## config.mk

```make
export PLATFORM = sky130hd
export DESIGN_NAME = die_temp_sensor_control
export DESIGN_NICKNAME = d
export VERILOG_FILES = /design/src/include/temp_sensor_pkg.sv /design/src/design/bit_sync.sv /design/src/design/die_temp_sensor_control.sv
export SDC_FILE = /design/constraint.sdc
export NUM_CORES = 1
export LEC_CHECK = 0
export ABC_AREA = 1
export BUFFER_PORTS_ARGS = -buffer_cell sky130_fd_sc_hd__buf_2
export CAP_MARGIN = 20
export CELL_PAD_IN_SITES_DETAIL_PLACEMENT = 1
export CELL_PAD_IN_SITES_GLOBAL_PLACEMENT = 2
export CORE_ASPECT_RATIO = 1.1
export CORE_UTILIZATION = 30
export DETAILED_ROUTE_END_ITERATION = 10
export PLACE_DENSITY_LB_ADDON = 0.1
export SLEW_MARGIN = 10
export SYNTH_ARGS = -nofsm -noshare
export SYNTH_HDL_FRONTEND = slang
export SYNTH_SLANG_ARGS = --single-unit
```

## constraint.sdc

```tcl
create_clock -name clk -period 2.25 [get_ports clk]
set_clock_uncertainty 0.15 [all_clocks]
set_input_delay 0.45 -clock clk [delete_from_list [all_inputs] [get_ports clk]]
set_output_delay 0.45 -clock clk [all_outputs]
set_load 0.005 [all_outputs]
```

## src/include/temp_sensor_pkg.sv

```systemverilog
package temp_sensor_pkg;

    // ****************************************************************
    // Register map on the special function register bus.
    // ****************************************************************
    localparam logic [7:0] CTRL_ADDR = 8'hD2;
    localparam logic [7:0] CTRL_PAGE = 8'h0F;
    localparam logic [7:0] RES_LOW_ADDR = 8'hD2;
    localparam logic [7:0] RES_HIGH_ADDR = 8'hD3;
    localparam logic [7:0] RES_PAGE = 8'h00;
    localparam logic [7:0] CTRL_RESET = 8'h00;
    localparam logic [7:0] RES_RESET = 8'h00;
    localparam logic [7:0] UNMAPPED_READ = 8'h00;

    // ****************************************************************
    // Field layout of the control register and the result word.
    // ****************************************************************
    localparam int START_BIT = 7;
    localparam int DONE_BIT = 6;
    localparam int LEN_MSB = 2;
    localparam int LEN_LSB = 0;
    localparam int LEN_W = LEN_MSB - LEN_LSB + 1;
    localparam logic [2:0] RSV_READ = 3'h0;
    localparam int RESULT_W = 16;
    localparam int FRAC_BITS = 7;

    // ****************************************************************
    // Timing of one measurement.
    // ****************************************************************
    localparam int SENSOR_BLOCK = 256;
    localparam int FIXED_TIME_US = 32;
    localparam int CLK_FREQ_MHZ = 20;
    localparam int FIXED_CYCLES = FIXED_TIME_US * CLK_FREQ_MHZ;
    localparam int SENSE_CNT_W = 17;

    // ****************************************************************
    // Measurement sequencer states, Gray coded along the path.
    // ****************************************************************
    typedef enum logic [1:0] {
        ST_IDLE = 2'b00,
        ST_SENSE = 2'b01,
        ST_SETTLE = 2'b11
    } meas_state_t;

endpackage

```

## src/design/bit_sync.sv

```systemverilog
`timescale 1ns/10ps

// Two flip-flop synchroniser for signals arriving from outside the clock domain.
module bit_sync #(
    parameter int WIDTH = 1
) (
    input wire logic clk,
    input wire logic rst_n,
    input wire logic [WIDTH-1:0] asyncIn,
    output logic [WIDTH-1:0] syncFf
);

    logic [WIDTH-1:0] stageOneFf;

    // The first stage feeds only the second stage.
    always_ff @(posedge clk) begin
        if (!rst_n) begin
            stageOneFf <= '0;
            syncFf <= '0;
        end else begin
            stageOneFf <= asyncIn;
            syncFf <= stageOneFf;
        end
    end

endmodule

```

## src/design/die_temp_sensor_control.sv

```systemverilog
`timescale 1ns/10ps

// Function
// - Start runs on start bit set then cleared.
// - Completion sets the finished flag bit six.
// - Enabled interrupt fires when finished flag sets.
// - Hardware never clears finished flag; software does.
// - Length is 256 sensor periods scaled plus 32us.
// - High result register holds the word's top byte.
// - Low result register holds the word's bottom byte.
// - Control register decodes at 0xD2 page F.
// - High result decodes at 0xD3 page 0.
// - Low result decodes at 0xD2 page 0.
// - Result is sign, eight integer, seven fraction bits.
// - Result is readable when the flag sets.
module die_temp_sensor_control
    import temp_sensor_pkg::*;
#(
    parameter int SETTLE_CYCLES = FIXED_CYCLES
) (
    input wire logic clk,
    input wire logic rst_n,
    input wire logic [7:0] sfrAddr,
    input wire logic [7:0] sfrPage,
    input wire logic sfrWrite,
    input wire logic [7:0] sfrWdata,
    output logic [7:0] sfrRdata,
    input wire logic sensorClock,
    input wire logic [RESULT_W-1:0] sensorWord,
    input wire logic tempIrqEnable,
    output logic tempIrq
);

    localparam int FIX_W = $clog2(SETTLE_CYCLES + 1);
    localparam logic [FIX_W-1:0] FIX_LAST = FIX_W'(SETTLE_CYCLES - 1);

    // ****************************************************************
    // Elaboration checks.
    // ****************************************************************
    if (SETTLE_CYCLES < 1) begin : g_bad_settle
        $error("SETTLE_CYCLES must be at least one");
    end

    // ****************************************************************
    // Declarations.
    // ****************************************************************
    meas_state_t stateFf;
    logic startFf;
    logic doneFf;
    logic [LEN_W-1:0] lenFf;
    logic [LEN_W-1:0] activeLenFf;
    logic [SENSE_CNT_W-1:0] senseCntFf;
    logic [SENSE_CNT_W-1:0] senseTarget;
    logic [FIX_W-1:0] fixCntFf;
    logic [7:0] resultHighFf;
    logic [7:0] resultLowFf;
    logic [7:0] rdataFf;
    logic irqFf;
    logic sensorSyncFf;
    logic sensorPrevFf;
    logic sensorRise;
    logic [RESULT_W-1:0] wordSyncFf;
    logic wrCtrl;
    logic wrHigh;
    logic wrLow;
    logic startTrigger;
    logic senseLast;
    logic finishPulse;
    logic clearDone;

    // ****************************************************************
    // Input synchronisers for the sensor clock and the sensor word.
    // ****************************************************************
    bit_sync #(.WIDTH(1)) u_clk_sync (
        .clk(clk),
        .rst_n(rst_n),
        .asyncIn(sensorClock),
        .syncFf(sensorSyncFf)
    );

    bit_sync #(.WIDTH(RESULT_W)) u_word_sync (
        .clk(clk),
        .rst_n(rst_n),
        .asyncIn(sensorWord),
        .syncFf(wordSyncFf)
    );

    // Previous synchronised sensor clock level for edge detection.
    always_ff @(posedge clk) begin
        if (!rst_n) begin
            sensorPrevFf <= 1'b0;
        end else begin
            sensorPrevFf <= sensorSyncFf;
        end
    end

    // ****************************************************************
    // Register decode and control strobes.
    // ****************************************************************
    always_comb begin
        wrCtrl = 1'b0;
        wrHigh = 1'b0;
        wrLow = 1'b0;
        if (sfrWrite && sfrPage == CTRL_PAGE && sfrAddr == CTRL_ADDR) begin
            wrCtrl = 1'b1;
        end else if (sfrWrite && sfrPage == RES_PAGE && sfrAddr == RES_HIGH_ADDR) begin
            wrHigh = 1'b1;
        end else if (sfrWrite && sfrPage == RES_PAGE && sfrAddr == RES_LOW_ADDR) begin
            wrLow = 1'b1;
        end
    end

    // A measurement launches when a write clears a start bit that was set.
    assign startTrigger = wrCtrl && startFf && !sfrWdata[START_BIT];
    assign sensorRise = sensorSyncFf && !sensorPrevFf;
    // Sensor periods needed: 256 times (2^(len+1) + 1).
    assign senseTarget = SENSE_CNT_W'(SENSOR_BLOCK * ((1 << (int'(activeLenFf) + 1)) + 1));
    assign senseLast = stateFf == ST_SENSE && sensorRise && senseCntFf == senseTarget - 1'b1;
    assign finishPulse = stateFf == ST_SETTLE && fixCntFf == FIX_LAST;
    assign clearDone = wrCtrl && !sfrWdata[DONE_BIT];

    // ****************************************************************
    // Control register fields.
    // ****************************************************************
    // Start and length bits are plain software storage; reserved bits are not kept.
    always_ff @(posedge clk) begin
        if (!rst_n) begin
            startFf <= CTRL_RESET[START_BIT];
            lenFf <= CTRL_RESET[LEN_MSB:LEN_LSB];
        end else if (wrCtrl) begin
            startFf <= sfrWdata[START_BIT];
            lenFf <= sfrWdata[LEN_MSB:LEN_LSB];
        end
    end

    // Finished flag: hardware only sets it, and a set beats a same-cycle clear.
    always_ff @(posedge clk) begin
        if (!rst_n) begin
            doneFf <= CTRL_RESET[DONE_BIT];
        end else if (finishPulse) begin
            doneFf <= 1'b1;
        end else if (clearDone) begin
            doneFf <= 1'b0;
        end
    end

    // ****************************************************************
    // Measurement sequencer.
    // ****************************************************************
    // Counts sensor periods, then the fixed settle time; a start while busy is ignored.
    always_ff @(posedge clk) begin
        if (!rst_n) begin
            stateFf <= ST_IDLE;
            activeLenFf <= CTRL_RESET[LEN_MSB:LEN_LSB];
            senseCntFf <= '0;
            fixCntFf <= '0;
        end else begin
            case (stateFf)
                ST_IDLE: begin
                    if (startTrigger) begin
                        stateFf <= ST_SENSE;
                        activeLenFf <= sfrWdata[LEN_MSB:LEN_LSB];
                        senseCntFf <= '0;
                    end
                end
                ST_SENSE: begin
                    if (senseLast) begin
                        stateFf <= ST_SETTLE;
                        fixCntFf <= '0;
                    end else if (sensorRise) begin
                        senseCntFf <= senseCntFf + 1'b1;
                    end
                end
                ST_SETTLE: begin
                    if (finishPulse) begin
                        stateFf <= ST_IDLE;
                    end else begin
                        fixCntFf <= fixCntFf + 1'b1;
                    end
                end
                default: begin
                    stateFf <= ST_IDLE;
                end
            endcase
        end
    end

    // ****************************************************************
    // Result registers.
    // ****************************************************************
    // The word is captured together with the flag set; software may also write.
    always_ff @(posedge clk) begin
        if (!rst_n) begin
            resultHighFf <= RES_RESET;
            resultLowFf <= RES_RESET;
        end else if (finishPulse) begin
            resultHighFf <= wordSyncFf[RESULT_W-1:8];
            resultLowFf <= wordSyncFf[7:0];
        end else begin
            if (wrHigh) begin
                resultHighFf <= sfrWdata;
            end
            if (wrLow) begin
                resultLowFf <= sfrWdata;
            end
        end
    end

    // Read data follows the address one clock later; unmapped reads give zero.
    always_ff @(posedge clk) begin
        if (!rst_n) begin
            rdataFf <= UNMAPPED_READ;
        end else if (sfrPage == CTRL_PAGE && sfrAddr == CTRL_ADDR) begin
            rdataFf <= {startFf, doneFf, RSV_READ, lenFf};
        end else if (sfrPage == RES_PAGE && sfrAddr == RES_HIGH_ADDR) begin
            rdataFf <= resultHighFf;
        end else if (sfrPage == RES_PAGE && sfrAddr == RES_LOW_ADDR) begin
            rdataFf <= resultLowFf;
        end else begin
            rdataFf <= UNMAPPED_READ;
        end
    end

    // Interrupt pulse coincides with the flag becoming set.
    always_ff @(posedge clk) begin
        if (!rst_n) begin
            irqFf <= 1'b0;
        end else begin
            irqFf <= finishPulse && tempIrqEnable;
        end
    end

    assign sfrRdata = rdataFf;
    assign tempIrq = irqFf;

    // ****************************************************************
    // Assertions.
    // ****************************************************************
    start_launch_a: assert property (@(posedge clk) disable iff (!rst_n)
        stateFf == ST_IDLE && startTrigger |=> stateFf == ST_SENSE && activeLenFf == $past(sfrWdata[LEN_MSB:LEN_LSB]))
        else $error("Start sequence did not launch a measurement");

    idle_hold_a: assert property (@(posedge clk) disable iff (!rst_n)
        stateFf == ST_IDLE && !startTrigger |=> stateFf == ST_IDLE)
        else $error("Measurement began without the start sequence");

    done_set_a: assert property (@(posedge clk) disable iff (!rst_n)
        finishPulse |=> doneFf && stateFf == ST_IDLE)
        else $error("Finished flag not set on completion");

    irq_timing_a: assert property (@(posedge clk) disable iff (!rst_n)
        finishPulse && tempIrqEnable |=> tempIrq && doneFf ##1 !tempIrq)
        else $error("Interrupt not a single pulse with the flag");

    done_sticky_a: assert property (@(posedge clk) disable iff (!rst_n)
        doneFf && !clearDone |=> doneFf)
        else $error("Finished flag dropped without a software clear");

    one_ignored_a: assert property (@(posedge clk) disable iff (!rst_n)
        !doneFf && !finishPulse && wrCtrl && sfrWdata[DONE_BIT] |=> !doneFf)
        else $error("Writing one changed the finished flag");

    sense_span_a: assert property (@(posedge clk) disable iff (!rst_n)
        stateFf == ST_SENSE ##1 stateFf == ST_SETTLE |-> $past(senseCntFf) == senseTarget - 1'b1)
        else $error("Sensor period count wrong for the length field");

    settle_span_a: assert property (@(posedge clk) disable iff (!rst_n)
        $rose(stateFf == ST_SETTLE) |-> fixCntFf == '0)
        else $error("Settle phase did not start from zero");

    settle_step_a: assert property (@(posedge clk) disable iff (!rst_n)
        stateFf == ST_SETTLE && !finishPulse |=> stateFf == ST_SETTLE && fixCntFf == $past(fixCntFf) + 1'b1)
        else $error("Settle phase left early or skipped a count");

    result_high_a: assert property (@(posedge clk) disable iff (!rst_n)
        finishPulse |=> resultHighFf == $past(wordSyncFf[RESULT_W-1:8]))
        else $error("High result byte not captured");

    result_low_a: assert property (@(posedge clk) disable iff (!rst_n)
        finishPulse |=> resultLowFf == $past(wordSyncFf[7:0]) && doneFf)
        else $error("Low result byte not captured with the flag");

    ctrl_decode_a: assert property (@(posedge clk) disable iff (!rst_n)
        sfrPage == CTRL_PAGE && sfrAddr == CTRL_ADDR |=> sfrRdata == {$past(startFf), $past(doneFf), RSV_READ, $past(lenFf)})
        else $error("Control register read wrong");

    high_decode_a: assert property (@(posedge clk) disable iff (!rst_n)
        sfrPage == RES_PAGE && sfrAddr == RES_HIGH_ADDR |=> sfrRdata == $past(resultHighFf))
        else $error("High result read wrong");

    low_decode_a: assert property (@(posedge clk) disable iff (!rst_n)
        sfrPage == RES_PAGE && sfrAddr == RES_LOW_ADDR |=> sfrRdata == $past(resultLowFf))
        else $error("Low result read wrong");

endmodule

```

==> impl_metrics.toml <==
[yosys]
synth_compound_area_share_pct = 12.6
synth_fa_ha_area_share_pct = 0.818
synth_nets = 679
synth_area_mm2 = 0.00459
ys_seq_elements = 97
synth_area_per_cell_um2 = 7.27
synthMuxAreaShare_pct = 0
synth_top_family_by_area = "simple AND/OR/NAND/NOR gates"
netlist_instances = 631
yosys_warnings = 0
synth_simple_gate_area_share_pct = 30.4
synth_cell_types = 40
seq_area_frac_synth_pct = 42.3
synthXorXnorAreaFrac_pct = 3.24

[power_and_ir_drop]
sequentialPowerShare_pct = 41.7
p_clk_share_pct = 35.3
power_density_mw_per_mm2 = 760
p_sw_share_pct = 31.8
p_int_mw = 2.98
peakVddDrop_v = 0.000444
p_comb_share_pct = 23.0
p_switching_mw = 1.39
leakagePower_nw = 2.65

[global_routing]
overflow = 0
grt_pass1_wl_um = 21100
antenna_found_initial = 0
first_global_vias = 4337
grtUsageTotal_pct = 16.9
grt_max_degree = 62

[place]
placed_cells = 889
routabilityCongestion = 0.761
io_buffers = 53
detailed_place_hpwl_um = 9160

[clock_tree]
cts-htree-levels = 3
cts_tree = "done"
cts_made_buffers = 9
cts_buffer_depth = 2
clk_pin_slew_ns = 0.08
cts_num_sinks = 97
insertion_delay_ns = 0.36
root_buffer = "clkbuf_16"

[worst_setup_path]
crit_cells = 17
cp.required_ns = 2.39
critical_path.top_delay_family = "simple AND/OR/NAND/NOR gates"
reg2reg_to = "senseCntFf[4]"
cpPeakStageDelay_ns = 0.33
path_cells = "nor3_2 > ha_1 > inv_1 > nand2_1 > nand2_1 > nor2_1 > nand2_1 > nor2_1 > nand2_1 > nor2_2 > nand2_2 > nand2_4 > nand2_4 > nand2_4 > clkbuf_16 > nand2_1 > a21oi_1"
cpMaxStageDelayCell = "dfxtp_2"
rr_worst_depth = 17
crit_top_cell = "nand2_1"
cp_max_fo = 7
reg2reg_slack_ns = 0.13
crit_buf_inv = 2
rr_startpoint = "activeLenFf[0]"
critical_path_class = "flop to flop"
worstSetupEndpointType = "flop"
crit_arrival_ns = 2.26
cp-start-kind = "flop"

[sta]
fin_crit_ns = 2.12
hold_viol = 0
fin_crit_sh_pct = 94.1
max_freq_mhz = 472
hold_ws_ns = 0.121
setup_viol = 0
slew_viol_final = 0
rsz0062_at_grt = "yes"
fin_setup_tns_ns = 0

[route]
avgRoutedWirePerCell_um = 13.8
routed_wl_um = 12500
ant_nets = 0
drtIter0Drc = 101
num_vias = 4259
dr.pass1.iters = 4
avgViaCountPerCell = 4.69
drc = 0

[flow_run]
cap_violations = 0

[final_layout]
final_util_pct = 38.4
drive_gt1_share_pct = 23.5
final_cell_count_no_fill = 908
diodes = 0
fillCellCount = 1915
area_growth_pct = 25.4
nets = 755

[die]
ios = 54
core-area_mm2 = 0.0150
fp.dieH_um = 132
start_util_pct = 30.6
die_x_um = 120
die_area_mm2 = 0.0158
fp-row-count = 47

[hold_path]
hold_path_end = "u_word_sync.stageOneFf[5]"
hold_path_depth = 3
hold_start = "sensorWord[5]"
hold_path_class = "primary input to flop"

[run_status]
status = "finished clean"
## power groups by stage
stage          Sequential [mW]  Clock (mW)  Combinational, mW
2_1_floorplan             1.86           0              0.578
3_3_place_gp              1.86           0              0.851
3_5_place_dp              1.87           0              0.867
4_1_cts                   1.83        1.60              0.906
5_1_grt                   1.83        1.66               1.10
6_report                  1.83        1.54               1.01
## logic make-up (layout without fill, tap and decap cells)
group,count (synthesis),after routing
simple gates,296,296
buf+inv,112,193
compound gates,105,105
flops,97,97
xor+xnor,17,17
fa+ha+maj,3,3
other cells,1,1
## metrics by stage
stage	power [mW]	cell area, um2	setup WS (ns)
after floorplan	2.44	4590	0.154
after global placement	2.72	5310	0.0793
after detailed placement	2.73	5310	0.00307
after CTS	4.33	5640	-0.00592
after global routing	4.60	5760	-0.0574
final	4.38	5760	0.134
## layout make-up
cell class	instances	area (um2)	area share, %
Multi-Input combinational cell	422	2260	39.3
Sequential cell	97	1940	33.8
Timing Repair Buffer	91	684	11.9
Inverter	86	323	5.61
Tap cell	196	245	4.26
Clock buffer	9	225	3.91
Clock inverter	7	71.3	1.24
## registers in the layout, indices dropped and copies added (netlist names)
register,flops
senseCntFf,17
u_word_sync.stageOneFf,16
u_word_sync.syncFf,16
fixCntFf,10
resultHighFf,8
resultLowFf,8
sfrRdata,8
activeLenFf,3
lenFf,3
stateFf,2
doneFf,1
sensorPrevFf,1
startFf,1
tempIrq,1
u_clk_sync.stageOneFf,1
u_clk_sync.syncFf,1
## per-layer routing
metal / GRT usage, % / share of wire [%] / wire [um] / vias up
li1: - / - / - / 2169
met1: 19.4 / 44 / 5510 / 2048
met2: 31.0 / 53 / 6650 / 30
met3: 2.43 / 1.3 / 164 / 12
met4: 6.25 / 1.7 / 219 / 0
met5: 0 / 0 / 0 / -
## synthesized netlist by cell type (all sizes together)
cell,instances,area [um2]
o211ai,4,30.0
dfxtp,97,1940
nand3b,2,40.0
a21oi,75,409
o311ai,1,8.76
or2,5,31.3
ha,3,37.5
xor2,14,123
nand3,70,395
inv,84,315
a31o,1,8.76
clkinv,2,7.51
o21ai,24,120
nor4b,1,8.76
nor4,3,31.3
and3,1,7.51
nor3b,1,7.51
nand4,6,37.5
xnor2,3,26.3
nor3,6,40.0
clkbuf,12,45.0
nand2,143,552
buf,14,118
conb,1,3.75
nor2,58,244
## worst min-delay path, stage by stage
cell,delay [ns]
buf_2,0.07
nand2_1,0.04
inv_1,0.04
## cells in the final DEF (no fill, tap or decap), types with 3 or more instances in the layout
master       n
nor3_1       3
buf_4       27
o211ai_1     4
xor2_1      14
clkbuf_16   10
buf_2       53
buf_12       9
a21oi_2     15
nand3_1     60
inv_6        3
inv_1       83
nand4_1      6
o21ai_0     24
nand2_1    129
a21oi_1     60
nand2_4      5
nor2_1      54
ha_1         3
xnor2_1      3
nand3_2     10
nand2_2      9
dfxtp_1     95
or2_2        4
## how the worst max path moves through the flow
stage,startpoint,to,slack [ns]
2_1_floorplan,activeLenFf[1],senseCntFf[0],0.15
3_3_place_gp,activeLenFf[0],senseCntFf[13],0.08
3_5_place_dp,activeLenFf[0],senseCntFf[15],0.003
4_1_cts,activeLenFf[0],senseCntFf[16],-0.006
5_1_grt,activeLenFf[0],senseCntFf[12],-0.06
6_report,activeLenFf[0],senseCntFf[4],0.13
## what timing repair did
action                                 4_1_cts  5_1_grt
pin swaps                                    3        5
buffers inserted                             2        0
gates resized for setup                      4       25
hold buffers                                 0        0
endpoints found under the hold margin        0        0
cloned                                       0        1
setup endpoints to repair                    9       45
No activity file was read; power rests on OpenSTA's default activity.
